==> src/core/rhw_map.svh <==
`ifndef RHW_MAP_SVH
`define RHW_MAP_SVH
// Host word layout
`define RHW_BIT_CMD 7
`define RHW_BIT_RD 6
`define RHW_BIT_BURST 5
// Address map points
`define RHW_ADR_DEEP_FIRST 5'h12
`define RHW_ADR_DEEP_LO 5'h14
`define RHW_ADR_DEEP_HI 5'h17
`define RHW_ADR_TXLEN0 5'h1d
`define RHW_ADR_TXLEN1 5'h1e
`define RHW_ADR_QUEUE 5'h1f
`define RHW_DEEP_LAST 2'h2
// Serial framing and pin roles
`define RHW_LAST_BIT 3'h7
`define RHW_PIN_SDI 7
`define RHW_PIN_SDO 6
`define RHW_PIN_SEL 4
`endif

==> src/core/rhw_pkg.sv <==
package rhw_pkg;
   // Decoder states, Gray along idle-word-single-burst
   typedef enum logic [1:0] {
      RHW_IDLE = 2'h0,
      RHW_WORD = 2'h1,
      RHW_SGL = 2'h3,
      RHW_BURST = 2'h2
   } rhw_state_t;
   // Register location: address plus byte of a deep register
   typedef struct packed {
      logic [4:0] addr;
      logic [1:0] idx;
   } rhw_loc_t;
   // Register write carrier
   typedef struct packed {
      rhw_loc_t loc;
      logic [7:0] data;
   } rhw_wr_t;
endpackage : rhw_pkg

==> src/core/rhw_host_port.sv <==
`timescale 1ns/10ps
`include "rhw_map.svh"

module rhw_fifo #(
   parameter int WIDTH = 8,
   parameter int DEPTH = 4
) (
   input wire logic clk_in,
   input wire logic rst_in,
   input wire logic in_valid_in,
   output logic in_ready_out,
   input wire logic [WIDTH-1:0] in_data_in,
   output logic out_valid_out,
   input wire logic out_ready_in,
   output logic [WIDTH-1:0] out_data_out
);
   localparam int AW = $clog2(DEPTH);
   logic [WIDTH-1:0] mem [DEPTH];
   logic [AW:0] wptr, rptr, next_wptr, next_rptr;
   logic push, pop;

   // Full when pointers differ only in the wrap bit
   always_comb begin
      in_ready_out = (wptr ^ rptr) != {1'b1, {AW{1'b0}}};
      out_valid_out = wptr != rptr;
      out_data_out = mem[rptr[AW-1:0]];
      push = in_valid_in & in_ready_out;
      pop = out_valid_out & out_ready_in;
      next_wptr = wptr + (AW+1)'(push);
      next_rptr = rptr + (AW+1)'(pop);
   end

   always_ff @(posedge clk_in) begin
      if (rst_in) begin
         wptr <= '0;
         rptr <= '0;
      end else begin
         wptr <= next_wptr;
         rptr <= next_rptr;
      end
      if (push) begin
         mem[wptr[AW-1:0]] <= in_data_in;
      end
   end
endmodule : rhw_fifo

module rhw_host_port #(
   parameter int QUEUE_DEPTH = 4
) (
   input wire logic clk_in,
   input wire logic rst_in,
   input wire logic chip_enable_in,
   input wire logic link_clk_in,
   input wire logic [7:0] bus_in,
   output logic [7:0] bus_out,
   output logic [7:0] bus_oe_n_out,
   output logic wr_strobe_out,
   output rhw_pkg::rhw_wr_t wr_out,
   output logic cmd_strobe_out,
   output logic [4:0] cmd_code_out,
   output logic rd_req_out,
   output rhw_pkg::rhw_loc_t rd_loc_out,
   input wire logic [7:0] rd_data_in,
   output logic queue_valid_out,
   output logic [7:0] queue_data_out,
   input wire logic queue_ready_in,
   output logic queue_space_out,
   output logic queue_overflow_out,
   output logic direct_exit_out,
   output logic serial_mode_out,
   output logic mode_locked_out,
   output logic busy_out
);
   import rhw_pkg::*;

   // Two-stage synchronisers, third stage for edges
   logic [9:0] sync1, sync2;
   logic en_d, clk_d, top_d, sel_d;
   always_ff @(posedge clk_in) begin
      sync1 <= {chip_enable_in, link_clk_in, bus_in};
      sync2 <= sync1;
      en_d <= sync2[9];
      clk_d <= sync2[8];
      top_d <= sync2[`RHW_PIN_SDI];
      sel_d <= sync2[`RHW_PIN_SEL];
   end

   logic en_s, lclk, top, sel;
   logic [7:0] bus_s;
   logic clk_rise, clk_fall, top_rise, top_fall, sel_rise, sel_fall;
   assign en_s = sync2[9];
   assign lclk = sync2[8];
   assign bus_s = sync2[7:0];
   assign top = bus_s[`RHW_PIN_SDI];
   assign sel = bus_s[`RHW_PIN_SEL];
   assign clk_rise = lclk & ~clk_d;
   assign clk_fall = ~lclk & clk_d;
   assign top_rise = top & ~top_d;
   assign top_fall = ~top & top_d;
   assign sel_rise = sel & ~sel_d;
   assign sel_fall = ~sel & sel_d;

   // Front end registers: mode, burst-stop arm, serial shifter
   logic serial, locked, arm, next_serial, next_locked, next_arm;
   logic [7:0] sh_in, next_sh_in;
   logic [2:0] bit_cnt, next_bit_cnt;
   logic start_evt, sstop_evt, bstop_evt, byte_evt, driving;
   logic [7:0] byte_val;

   // Start and single-stop conditions are ignored while we drive the bus ourselves
   assign driving = ~bus_oe_n_out[`RHW_PIN_SDI];

   always_comb begin
      next_serial = serial;
      next_locked = locked;
      next_arm = arm;
      next_sh_in = sh_in;
      next_bit_cnt = bit_cnt;
      start_evt = 1'b0;
      sstop_evt = 1'b0;
      bstop_evt = 1'b0;
      byte_evt = 1'b0;
      byte_val = bus_s;
      if (!locked) begin
         if (en_s & ~en_d) begin
            next_serial = |bus_s;
            next_locked = 1'b1;
         end
      end else if (!serial) begin
         start_evt = top_rise & lclk & clk_d & ~driving;
         sstop_evt = top_fall & lclk & clk_d & ~driving;
         bstop_evt = top_fall & ~lclk & arm;
         if (clk_rise | bstop_evt) begin
            next_arm = 1'b0;
         end else if (top_rise & ~lclk) begin
            next_arm = 1'b1;
         end
         byte_evt = clk_fall & ~start_evt & ~sstop_evt;
      end else if (sel) begin
         next_bit_cnt = '0;
         next_sh_in = '0;
         bstop_evt = sel_rise;
      end else begin
         start_evt = sel_fall;
         if (clk_fall) begin
            next_sh_in = {sh_in[6:0], top};
            next_bit_cnt = bit_cnt + 3'h1;
            byte_evt = bit_cnt == `RHW_LAST_BIT;
         end
         byte_val = {sh_in[6:0], top};
      end
   end

   always_ff @(posedge clk_in) begin
      if (rst_in) begin
         serial <= 1'b0;
         locked <= 1'b0;
         arm <= 1'b0;
         sh_in <= '0;
         bit_cnt <= '0;
      end else begin
         serial <= next_serial;
         locked <= next_locked;
         arm <= next_arm;
         sh_in <= next_sh_in;
         bit_cnt <= next_bit_cnt;
      end
   end

   // Word decoder state
   rhw_state_t state, next_state;
   rhw_loc_t loc, next_loc;
   logic rd_mode, halt, next_rd_mode, next_halt;
   logic n_wr, n_cmd, n_rd, n_push, n_dexit;
   rhw_wr_t n_wr_val;
   logic [4:0] n_code;
   rhw_loc_t adv;
   logic deep, q_in_ready, q_fifo_valid, q_pop, n_ovf;
   logic [7:0] q_fifo_data;

   function automatic logic is_deep(input logic [4:0] a);
      is_deep = (a == `RHW_ADR_DEEP_FIRST) | (a >= `RHW_ADR_DEEP_LO && a <= `RHW_ADR_DEEP_HI);
   endfunction : is_deep

   // Burst advance, deep bytes first, halt at barrier 13
   always_comb begin
      deep = is_deep(loc.addr);
      adv = loc;
      if (loc.addr == `RHW_ADR_QUEUE) begin
         adv = loc;
      end else if (deep && loc.idx != `RHW_DEEP_LAST) begin
         adv.idx = loc.idx + 2'h1;
      end else begin
         adv.addr = loc.addr + 5'h1;
         adv.idx = '0;
      end
   end

   always_comb begin
      next_state = state;
      next_loc = loc;
      next_rd_mode = rd_mode;
      next_halt = halt;
      n_wr = 1'b0;
      n_cmd = 1'b0;
      n_rd = 1'b0;
      n_push = 1'b0;
      n_dexit = sstop_evt;
      n_code = cmd_code_out;
      n_wr_val = '{loc: loc, data: byte_val};
      if (start_evt) begin
         next_state = RHW_WORD;
         next_halt = 1'b0;
      end else if (sstop_evt | bstop_evt) begin
         next_state = RHW_IDLE;
      end else if (byte_evt) begin
         case (state)
            RHW_WORD: begin
               if (byte_val[`RHW_BIT_CMD]) begin
                  n_cmd = 1'b1;
                  n_code = byte_val[4:0];
               end else begin
                  next_loc = '{addr: byte_val[4:0], idx: 2'h0};
                  next_rd_mode = byte_val[`RHW_BIT_RD];
                  // Deep registers and queue refuse single access
                  next_halt = ~byte_val[`RHW_BIT_BURST]
                     & (is_deep(byte_val[4:0]) | byte_val[4:0] == `RHW_ADR_QUEUE);
                  n_rd = byte_val[`RHW_BIT_RD] & ~next_halt;
                  next_state = byte_val[`RHW_BIT_BURST] ? RHW_BURST : RHW_SGL;
               end
            end
            RHW_SGL: begin
               n_wr = ~rd_mode & ~halt;
               next_state = RHW_WORD;
            end
            RHW_BURST: begin
               if (!halt) begin
                  n_push = ~rd_mode & (loc.addr == `RHW_ADR_QUEUE);
                  n_wr = ~rd_mode & (loc.addr != `RHW_ADR_QUEUE);
                  // End of 12 may not roll into 13
                  next_halt = (loc.addr == `RHW_ADR_DEEP_FIRST) & (loc.idx == `RHW_DEEP_LAST);
                  next_loc = adv;
                  n_rd = rd_mode & ~next_halt;
               end
            end
            default: next_state = state;
         endcase
      end
      n_ovf = (queue_overflow_out & ~start_evt) | (n_push & ~q_in_ready);
   end

   always_ff @(posedge clk_in) begin
      if (rst_in) begin
         state <= RHW_IDLE;
         loc <= '0;
         rd_mode <= 1'b0;
         halt <= 1'b0;
         wr_strobe_out <= 1'b0;
         wr_out <= '0;
         cmd_strobe_out <= 1'b0;
         cmd_code_out <= '0;
         rd_req_out <= 1'b0;
         rd_loc_out <= '0;
         direct_exit_out <= 1'b0;
         queue_overflow_out <= 1'b0;
      end else begin
         state <= next_state;
         loc <= next_loc;
         rd_mode <= next_rd_mode;
         halt <= next_halt;
         wr_strobe_out <= n_wr;
         wr_out <= n_wr_val;
         cmd_strobe_out <= n_cmd;
         cmd_code_out <= n_code;
         rd_req_out <= n_rd;
         rd_loc_out <= next_loc;
         direct_exit_out <= n_dexit;
         queue_overflow_out <= n_ovf;
      end
   end

   // Queue bytes buffered; full fifo drops and flags overflow
   rhw_fifo #(.WIDTH(8), .DEPTH(QUEUE_DEPTH)) u_fifo (
      .clk_in(clk_in),
      .rst_in(rst_in),
      .in_valid_in(n_push),
      .in_ready_out(q_in_ready),
      .in_data_in(byte_val),
      .out_valid_out(q_fifo_valid),
      .out_ready_in(q_pop),
      .out_data_out(q_fifo_data)
   );

   // Registered output stage of the queue path
   logic n_qv;
   logic [7:0] n_qd;
   always_comb begin
      q_pop = ~queue_valid_out | queue_ready_in;
      n_qv = q_pop ? q_fifo_valid : queue_valid_out;
      n_qd = (q_pop & q_fifo_valid) ? q_fifo_data : queue_data_out;
   end

   always_ff @(posedge clk_in) begin
      if (rst_in) begin
         queue_valid_out <= 1'b0;
         queue_data_out <= '0;
         queue_space_out <= 1'b1;
      end else begin
         queue_valid_out <= n_qv;
         queue_data_out <= n_qd;
         queue_space_out <= q_in_ready;
      end
   end

   // Read byte and pin drivers
   logic [7:0] rd_sh, next_rd_sh, n_bus, n_oe_n;
   logic rd_phase;
   always_comb begin
      rd_phase = rd_mode & ~halt & (state == RHW_SGL || state == RHW_BURST);
      next_rd_sh = rd_sh;
      n_bus = rd_sh;
      n_oe_n = 8'hff;
      if (rd_req_out) begin
         next_rd_sh = rd_data_in;
      end
      if (!serial) begin
         if (locked && rd_phase && lclk) begin
            n_oe_n = 8'h00;
         end
      end else begin
         n_bus = bus_out;
         if (rd_phase && clk_rise && !sel && !rd_req_out) begin
            n_bus[`RHW_PIN_SDO] = rd_sh[7];
            next_rd_sh = {rd_sh[6:0], 1'b0};
         end
         n_oe_n[`RHW_PIN_SDO] = ~(rd_phase & ~sel);
      end
   end

   always_ff @(posedge clk_in) begin
      if (rst_in) begin
         rd_sh <= '0;
         bus_out <= '0;
         bus_oe_n_out <= 8'hff;
         serial_mode_out <= 1'b0;
         mode_locked_out <= 1'b0;
         busy_out <= 1'b0;
      end else begin
         rd_sh <= next_rd_sh;
         bus_out <= n_bus;
         bus_oe_n_out <= n_oe_n;
         serial_mode_out <= serial;
         mode_locked_out <= locked;
         busy_out <= state != RHW_IDLE;
      end
   end
endmodule : rhw_host_port

==> config.mk <==
export PLATFORM = sky130hd
export DESIGN_NAME = rhw_host_port
export DESIGN_NICKNAME = d
export VERILOG_FILES = /design/src/core/rhw_pkg.sv /design/src/core/rhw_host_port.sv
export VERILOG_INCLUDE_DIRS = /design/src /design/src/core
export SDC_FILE = /design/constraint.sdc
export NUM_CORES = 1
export LEC_CHECK = 0
export ABC_AREA = 0
export BUFFER_PORTS_ARGS = -buffer_cell sky130_fd_sc_hd__buf_4
export CORE_MARGIN = 2
export CORE_UTILIZATION = 40
export CTS_BUF_LIST = sky130_fd_sc_hd__clkbuf_8 sky130_fd_sc_hd__clkbuf_16
export DETAILED_ROUTE_END_ITERATION = 16
export GPL_TIMING_DRIVEN = 0
export PLACE_DENSITY = 0.57
export SKIP_LAST_GASP = 1
export SYNTH_ARGS = -nofsm -noshare
export SYNTH_HDL_FRONTEND = slang
export SYNTH_SLANG_ARGS = --single-unit
==> constraint.sdc <==
create_clock -name clk_in -period 3.75 [get_ports clk_in]
set_input_delay 0.375 -clock clk_in [delete_from_list [all_inputs] [get_ports clk_in]]
set_output_delay 0.375 -clock clk_in [all_outputs]
set_load 0.01 [all_outputs]
-- Yosys cells after proc, flatten, opt, wreduce, memory -nomap -nowiden
Memory sizes are Yosys's and may differ from the RTL's. A register that Yosys moved wholly into a read port is not among the register bits.
Cells that the tools add are included.
- memories: 1
- memory bits (writable): 32
- ROM bits: 0
- word-level logic and storage cells: 223
- output and inout port bits: 61
- input bits: 21
- bits in latches: 0
- register bits after elaboration: 108
- shifts and indexed selects: 0
- $add $sub $neg: 5
- muxes and demuxes: 58
- div/mod/pow operators: 0
- reductions and logical operators: 34
- equal/unequal tests: 19
- order comparisons: 4
- bitwise gates (word level): 64
- multiply operators: 0
- memories (name ; depth ; bits a word ; rd ports ; clocked after Yosys merged registers in ; wr ports ; line ; RTL):
    u_fifo.mem ; 4 ; 8 ; 1 ; 1 ; 1 ; rhw_host_port.sv:18 ; logic [WIDTH-1:0] mem [DEPTH];
- operators by type and width (operator ; count):
    $mux W8 ; 7
    $mux W7 ; 6
    $mux W1 ; 35
    $and A1 B1 Y1 ; 32
    $not A1 Y1 ; 24
    $eq A5 B5 Y1 const B ; 4
    $pmux W7 S2 ; 1
    $reduce_and A3 Y1 ; 4
    $ge A5 B5 Y1 const B ; 2
    $le A5 B5 Y1 const B ; 2
    $ne A2 B2 Y1 const B ; 5
    $reduce_and A5 Y1 ; 2
    $reduce_bool A2 Y1 ; 5
    $logic_and A1 B1 Y1 ; 8
    $reduce_and A8 Y1 ; 1
    $reduce_or A8 Y1 ; 1
    $or A1 B1 Y1 ; 7
    $reduce_and A7 Y1 ; 1
    $add A3 B1 Y3 ; 2
    $eq A2 B2 Y1 const B ; 3
    $mux W3 ; 2
    $pmux W1 S2 ; 3
    $add A5 B1 Y5 const B ; 1
    $mux W5 ; 1
    22 further kinds ; 25

-- Longest topological paths before layout
Gate-level depths: netlist of the first run.
- depth in word-level cells: 16
- depth in mapped cells: 10
- depth with buffers taken out: 10

-- Modules after synthesis
A second synthesis of the first run with hierarchy kept.
- cells, all modules: 492
- area total of the unflattened synthesis: 5556.6 µm²
- by module, submodules not included (module ; cells an instance ; area each (µm²) ; times used):
    rhw_host_port ; 414 ; 4013.8 ; 1
    rhw_fifo ; 78 ; 1542.7 ; 1

-- Worst setup path before layout of the first run
Ideal clock, no wire load.
- kind: flip-flop to flip-flop
- from: register loc[3] (netlist name)
- to: memory u_fifo.mem[0][0], enable pin
- setup time: 385 ps
- buffers on the path: 0
- slack: 1110 ps
- period minus slack after synthesis: 2640 ps
- data arrival time: 2254 ps
- cell stages (with the launch flop): 8
- path through: dfxtp_1 -> ha_1 -> and3_1 -> ha_1 -> nand2_1 -> nor3_1 -> nor3b_1 -> nor3b_1
- longest elaborated chain between the ends: 10
- RTL lines (item ; line ; RTL):
    start: declaration ; rhw_host_port.sv:172 ; rhw_loc_t loc, next_loc;
    start signal: assignment ; rhw_host_port.sv:268 ; loc <= next_loc;
    $eq A5 B5 Y1 (no line) ; -- ;
    $and A1 B1 Y1 ; rhw_host_port.sv:238 ; n_push = ~rd_mode & (loc.addr == `RHW_ADR_QUEUE);
    $mux W1 ; rhw_host_port.sv:237 ; if (!halt) begin
    $mux W1 ; rhw_host_port.sv:217 ; case (state)
    $mux W1 ; rhw_host_port.sv:216 ; end else if (byte_evt) begin
    $mux W1 ; rhw_host_port.sv:214 ; end else if (sstop_evt | bstop_evt) begin
    $mux W1 ; rhw_host_port.sv:211 ; if (start_evt) begin
    $and A1 B1 Y1 ; rhw_host_port.sv:27 ; push = in_valid_in & in_ready_out;
    $mux W1 ; rhw_host_port.sv:41 ; if (push) begin
    $mux W1 (implied by the code) ; rhw_host_port.sv:42 ; mem[wptr[AW-1:0]] <= in_data_in;
    end: declaration ; rhw_host_port.sv:18 ;
Every way passes these cells.

-- Final worst setup path of the first run
- from: register bit_cnt[0]
- to: memory u_fifo.mem[0][4], enable pin
- longest elaborated chain between the ends: 11
- RTL lines (item ; line ; RTL):
    start: declaration ; rhw_host_port.sv:106 ; logic [2:0] bit_cnt, next_bit_cnt;
    start signal: assignment ; rhw_host_port.sv:166 ; bit_cnt <= next_bit_cnt;
    $eq A3 B3 Y1 (no line) ; -- ;
    $mux W1 ; rhw_host_port.sv:145 ; if (clk_fall) begin
    $mux W1 ; rhw_host_port.sv:139 ; end else if (sel) begin
    $mux W1 ; rhw_host_port.sv:129 ; end else if (!serial) begin
    $mux W1 ; rhw_host_port.sv:124 ; if (!locked) begin
    $mux W1 ; rhw_host_port.sv:216 ;
    $mux W1 ; rhw_host_port.sv:214 ;
    $mux W1 ; rhw_host_port.sv:211 ;
    $and A1 B1 Y1 ; rhw_host_port.sv:27 ;
    $mux W1 ; rhw_host_port.sv:41 ;
    $mux W1 (implied by the code) ; rhw_host_port.sv:42 ;
Every way passes these cells.

==> results of run 1 <==
## final timing paths
check | to | cells past startpoint
setup / recovery | u_fifo.mem[0][4] | 8
hold / removal | sync1[8] | 1
setup reg to reg | u_fifo.mem[0][4] | 8
hold reg to reg | sync2[7] | 0
## synth_stat cells, types with 2 or more instances
| cell type | number |
|---|---|
| dfxtp_1 | 110 |
| nor2_1 | 70 |
| mux2i_1 | 37 |
| edfxtp_1 | 32 |
| nor2b_1 | 19 |
| inv_1 | 17 |
| ha_1 | 15 |
| nand2_1 | 14 |
| a211oi_1 | 13 |
| clkbuf_1 | 10 |
| a21oi_1 | 9 |
| a22oi_1 | 9 |
| mux4_2 | 8 |
| o31ai_1 | 8 |
| buf_2 | 7 |
| nand3_1 | 7 |
| buf_4 | 6 |
| o21ai_0 | 6 |
| buf_1 | 5 |
| nor3b_1 | 5 |
| a31oi_1 | 4 |
| and2_1 | 4 |
| nand2b_1 | 4 |
| nor3_1 | 4 |
| and3b_1 | 3 |
| nand4_1 | 3 |
| nand4b_1 | 3 |
| o211ai_1 | 3 |
| o41ai_1 | 3 |
| or4_1 | 3 |
| xor2_1 | 3 |
| a2111oi_0 | 2 |
| and3_1 | 2 |
| nand3b_1 | 2 |
| nor4_1 | 2 |
| nor4b_1 | 2 |
| or2_2 | 2 |
| or3_1 | 2 |
| xnor2_1 | 2 |
## layout make-up
type / count / area (sq um)
plain buffers: 30 / 152.6
clock inverters: 15 / 155.1
multi-input cells: 289 / 2069
inverters: 17 / 63.81
fillers: 1209 / 6432
flip-flops and latches: 142 / 3163
clock buffers: 17 / 425.4
repair buffers: 82 / 613.1
well taps: 176 / 220.2
## kinds of logic (layout without fill, tap and decap cells)
logic type | count (synthesis) | in the layout
compound gates | 65 | 65
xor+xnor | 5 | 5
fa+ha+maj | 15 | 15
buf+inv | 47 | 161
flops | 142 | 142
mux | 46 | 46
simple gates | 158 | 158
## routing by layer
layer	track usage, %	part of all wire (%)
met1	21.73	45
met4	8.939	2.0
met5	0	0
met2	30.01	49
met3	4.575	3.9
## power by group through the flow
stage | logic [uW] | clock network [uW] | registers [uW]
after floorplan | 168 | 0 | 1670
after global placement | 278 | 0 | 1660
after detailed placement | 281 | 0 | 1660
after CTS | 281 | 1690 | 1630
after global routing | 304 | 1750 | 1630
final | 274 | 1660 | 1630
## through the flow
stage / area, sq um / total power (uW) / util [%] / hold slack (ns) / setup slack, ns
after CTS: 6863 / 3603 / 51.62 / 0.03513 / 0.5181
final: 6863 / 3564 / 51.62 / 0.05106 / 0.5460
after floorplan: 5449 / 1836 / - / 0.3096 / 1.110
after global placement: 6277 / 1940 / 47.21 / 0.3107 / 0.3058
after detailed placement: 6282 / 1944 / 47.25 / 0.3121 / 0.5505
after global routing: 6863 / 3691 / 51.62 / 0.03676 / 0.2870
## critical path: stages, from the launching register on
cell     delay [ns]
dfxtp_1        0.35
ha_1           0.17
ha_1           0.15
nor2b_1        0.13
o211a_1        0.26
nand3_1        0.30
nor3b_1        0.53
nor3b_1        0.69
buf_2          0.32
## flip-flops by register name (all words and copies together) (netlist names), 5 cells and up
name	count
bus_out	8
cmd_code_out	5
loc	7
queue_data_out	8
rd_sh	8
sh_in	7
sync1	10
sync2	10
u_fifo.mem	32
wr_out	15
==> out/qor.yml, run 1 <==
status: "finished clean"
reg2reg_slack_ns: 0.55
p_sw_uw: 794.7
num_io_pins: 82
drv_slew: 0
syn_nets: 514
core_area_sq_um: 13300
synth_top_family_by_area: "simple AND/OR/NAND/NOR gates"
holdCritPathClass: "primary input to flip-flop"
antenna_found_initial: 0
htreeDepth: 4
cts_buffers: 17
setup_viol: 0
die_area_sq_um: 14570
tritoncts: "yes"
leakage_uw: 0.002786
postCtsSetupRepairBufs: 0
clk_transition_reported_paths_ns: 0.06
final_nets: 615
final.setup_skew_ns: 0.01437
yosys.area.top_type: "dfxtp_1"
port_buffers: 81
drt_wl_total_um: 12530
dr.first_iter.drc_count: 207
gp_congestion: 0.8676
grt_pass1_vias: 3838
cts_hold_buf: 0
core.rowCount: 42
final_common_cell: "dfxtp_1"
syn_area_sq_um: 5449
die_h_um: 120.7
drt-vias-per-instance: 5.078
synth_xor_area_share_pct: 0.8037
synth_flop_cell: "dfxtp_1"
dr.pass1.iters: 5
synth-compound-area-share_pct: 8.427
root_buffer: "clkbuf_16"
ir_worst_vdd_uv: 285.4
critPathKind: "flip-flop to flip-flop"
syn_to_final_growth_pct: 25.95
comb_power_share_pct: 7.7
setup.worst_path.start: "bit_cnt[0]"
final.period_utilization_pct: 85.44
start_util_pct: 40.98
synth-simple-area-share_pct: 14.99
die_x_um: 120.7
seq_area_frac_synth_pct: 58.05
wire_per_inst_um: 16.31
ys_ff_latch: 142
ys_async_sr_fraction_pct: 0
clock_path_buffers: 2
dp_hpwl_um: 8924
drtAntennaViolNets: 0
synthMuxAreaShare_pct: 10.31
final_cell_mix: "dfxtp_1, buf_4, nor2_1"
vias: 3900
yosysWarningCount: 0
placed_cells: 736
hold_violations: 0
layoutNonFillerInstCount: 768
cts.sinks: 142
fin_tns_setup_ns: 0
synth.distinct_cells: 57
rsz0062_at_grt: "no"
p_int_uw: 2769
sw_frac_of_total_pct: 22.30
cts_resized: 0
p_clk_share_pct: 46.6
fmax_ghz: 0.3121
grt_pass1_wl_um: 19750
netlist_instances: 478
post-route-drc-count: 0
synthAdderAreaFrac_pct: 3.444
pwr-share-seq_pct: 45.7
cap_violations: 0
worst-slew-pin-transition_ns: 0.7693
worst-path-max-fanout: 9
synth.area.top_cells: "dfxtp_1, edfxtp_1, mux2i_1"
synth_edf_count: 32
max_slew_margin_pct: 48.49
insertedDiodeCount: 0
end_kind: "flip-flop"
post-route-min-period_ns: 3.204
min_from: "link_clk_in"
grt_util_all_layers_pct: 18.06
p_per_area_nw_per_um2: 519.3
r2r_start: "bit_cnt[0]"
synth_area_per_cell_sq_um: 11.40
grt_max_degree: 17
synth_top_area_share_pct: 40.41
critPathLaunchType: "flip-flop"
arrival_ns: 3.32
clk-insertion-delay-late_ns: 0.42
required_ns: 3.87
grt_overflow: 0
drive_gt1_share_pct: 23.48
Note: power is estimated with default switching activity, not from simulation.
==> inputs of run 2 (changes only) <==
--- a/config.mk
+++ b/config.mk
@@ -8,6 +8,7 @@
 export LEC_CHECK = 0
 export ABC_AREA = 0
 export BUFFER_PORTS_ARGS = -buffer_cell sky130_fd_sc_hd__buf_4
+export CORE_ASPECT_RATIO = 0.7
 export CORE_MARGIN = 2
 export CORE_UTILIZATION = 40
 export CTS_BUF_LIST = sky130_fd_sc_hd__clkbuf_8 sky130_fd_sc_hd__clkbuf_16
==> run 2 against run 1 <==
Utilization rose by 0.37 points. Final cell count rose by 1.0%. Die area rose by 0.10%. Hold slack improved by 0.011 ns. Non-clock buffer count fell by 1. Sequential cell count did not move. Critical path depth fell by 1. Fmax rose by 6.7%. Global-route usage rose by 0.93 points. Clock-buffer cell count did not move. Clock skew fell by 0.0070 ns. Sequential share of layout area fell by 0.084 points. Largest cell class unchanged. Highest routed layer unchanged.
==> out/qor.yml, run 2 (synthesis results as in run 1) <==
post-route-drc-count: 0  # unchanged
clk-insertion-delay-late_ns: 0.41  # was 0.42 ns
fin_tns_setup_ns: 0  # unchanged
dr.pass1.iters: 5  # unchanged
post-route-min-period_ns: 3.003  # was 3.204 ns
cts_resized: 0  # unchanged
critPathKind: "flip-flop to flip-flop"  # unchanged
critPathTopFamily: "simple AND/OR/NAND/NOR gates"  # unchanged
wire_per_inst_um: 16.93  # was 16.31 um
critPathMaxStageDelay_ns: 0.71  # was 0.69 ns
num_io_pins: 82  # unchanged
gp_congestion: 0.8192  # was 0.8676
htreeDepth: 4  # unchanged
root_buffer: "clkbuf_16"  # unchanged
antenna_found_initial: 0  # unchanged
cpMaxStageDelayCell: "nor3b_2"  # was nor3b_1
cap_violations: 0  # unchanged
port_buffers: 81  # unchanged
final_common_cell: "dfxtp_1"  # unchanged
start_util_pct: 41.20  # was 40.98%
clock_path_buffers: 2  # unchanged
insertedDiodeCount: 0  # unchanged
crit_buf_inv: 0  # was 1
grt_pass1_vias: 3802  # was 3838
final_cell_mix: "dfxtp_1, buf_4, nor2_1"  # unchanged
critPathLaunchType: "flip-flop"  # unchanged
die_h_um: 101.7  # was 120.7 um
cts_buffers: 17  # unchanged
cts_hold_buf: 0  # unchanged
final.setup_skew_ns: 0.007381  # was 0.01437 ns
hold_violations: 0  # unchanged
clk_transition_reported_paths_ns: 0.06  # about the same
place_area_sq_um: 6289  # was 6282 sq um
stdcell_area_sq_um: 6875  # was 6863 sq um
leakage_uw: 0.002774  # was 0.002786 uW
p_per_area_nw_per_um2: 518.8  # was 519.3 nW/um^2
core.rowCount: 35  # was 42
max_slew_margin_pct: 48.04  # was 48.49%
die_x_um: 143.5  # was 120.7 um
drt_wl_total_um: 13140  # was 12530 um
drive_gt1_share_pct: 23.35  # was 23.48%
worst-slew-pin-transition_ns: 0.7760  # was 0.7693 ns
path_common_cell: "ha_1"
grt_util_all_layers_pct: 18.99  # was 18.06%
grt_overflow: 0  # unchanged
crit_chain: "ha_1 > ha_1 > nor2b_1 > o211a_1 > nand3_1 > nor3b_1 > nor3b_2"  # was ha_1 > ha_1 > nor2b_1 > o211a_1 > nand3_1 > nor3b_1 > nor3b_1 > buf_2
syn_to_final_growth_pct: 26.18  # was 25.95%
holdCritPathClass: "primary input to flip-flop"  # unchanged
drv_slew: 0  # unchanged
drtAntennaViolNets: 0  # unchanged
status: "finished clean"  # unchanged
cts.sinks: 142  # unchanged
die_area_sq_um: 14590  # was 14570 sq um
grt_pass1_wl_um: 20570  # was 19750 um
setup_viol: 0  # unchanged
rsz0062_at_grt: "no"  # unchanged
vias: 3987  # was 3900
dr.first_iter.drc_count: 252  # was 207
largest_reg_flops: 32  # unchanged
postCtsSetupRepairBufs: 0  # unchanged
totalPowerFinal_uw: 3567  # was 3564 uW
final_nets: 614  # was 615
core_area_sq_um: 13230  # was 13300 sq um
grt_max_degree: 17  # unchanged
end_kind: "flip-flop"  # unchanged
worst-path-max-fanout: 9  # unchanged
final.period_utilization_pct: 80.09  # was 85.44%
dp_hpwl_um: 9368  # was 8924 um
arrival_ns: 3.04  # was 3.32 ns
required_ns: 3.79  # was 3.87 ns
ir_worst_vdd_uv: 316.4  # was 285.4 uV
fmax_ghz: 0.3330  # was 0.3121 GHz
tritoncts: "yes"  # unchanged
drt-vias-per-instance: 5.138  # was 5.078
## run 2: cell types whose count changed in the layout (fill, tap and decap cells not counted), sizes merged
cell	previous run	this run
inv	22	20
buf	101	100
clkinvlp	0	2
## run 2: worst reg2reg max path: stages, from the launching register on
cell and delay (ns):
dfxtp_1 0.35, ha_1 0.16, ha_1 0.19, nor2b_1 0.16
o211a_1 0.28, nand3_1 0.30, nor3b_1 0.49, nor3b_2 0.71
## run 2: final timing paths
check | from | to | slack [ns] | depth (start not counted)
min reg2reg | sync1[0] | sync2[0] | 0.32 | 0
min | bus_in[1] | sync1[1] | 0.06 | 1
max | bit_cnt[0] | u_fifo.mem[0][0] | 0.75 | 7
max reg2reg | bit_cnt[0] | u_fifo.mem[0][0] | 0.75 | 7
## run 2: power by group
part / internal [uW] / switching, uW / leakage, uW / total [uW]
logic: 131 / 149 / 0.00130 / 280
registers: 1610 / 22.6 / 0.00119 / 1630
clock network: 1030 / 628 / 0.000291 / 1660
total: 2770 / 799 / 0.00277 / 3570
## run 2: per-layer routing
metal,wire length [um],track usage (%),vias to the layer above
li1,-,-,1899
met1,6456,27.23,1903
met2,5396,26.89,167
met3,1060,6.194,18
met4,225,6.712,0
met5,0,0,-
## run 2: area by class of cell
cell class | instances | area [sq um]
fill | 1180 | 6350
sequential | 142 | 3163
multi-input combinational | 289 | 2074
timing repair buffer | 81 | 608.1
clock buffer | 17 | 425.4
tap | 185 | 231.5
clock inverter | 15 | 156.4
buffer | 30 | 152.6
inverter | 17 | 63.81
## run 2: stage by stage
step                      setup WS, ns  util [%]  std cells  hold slack, ns
after floorplan                  1.110         -        478          0.3096
after global placement          0.3359     47.55        744          0.3121
after detailed placement        0.2994     47.55        744          0.3132
after CTS                       0.2420     51.95        776         0.04845
after global routing            0.3807     51.99        776         0.04211
final                           0.7468     51.99        776         0.06197
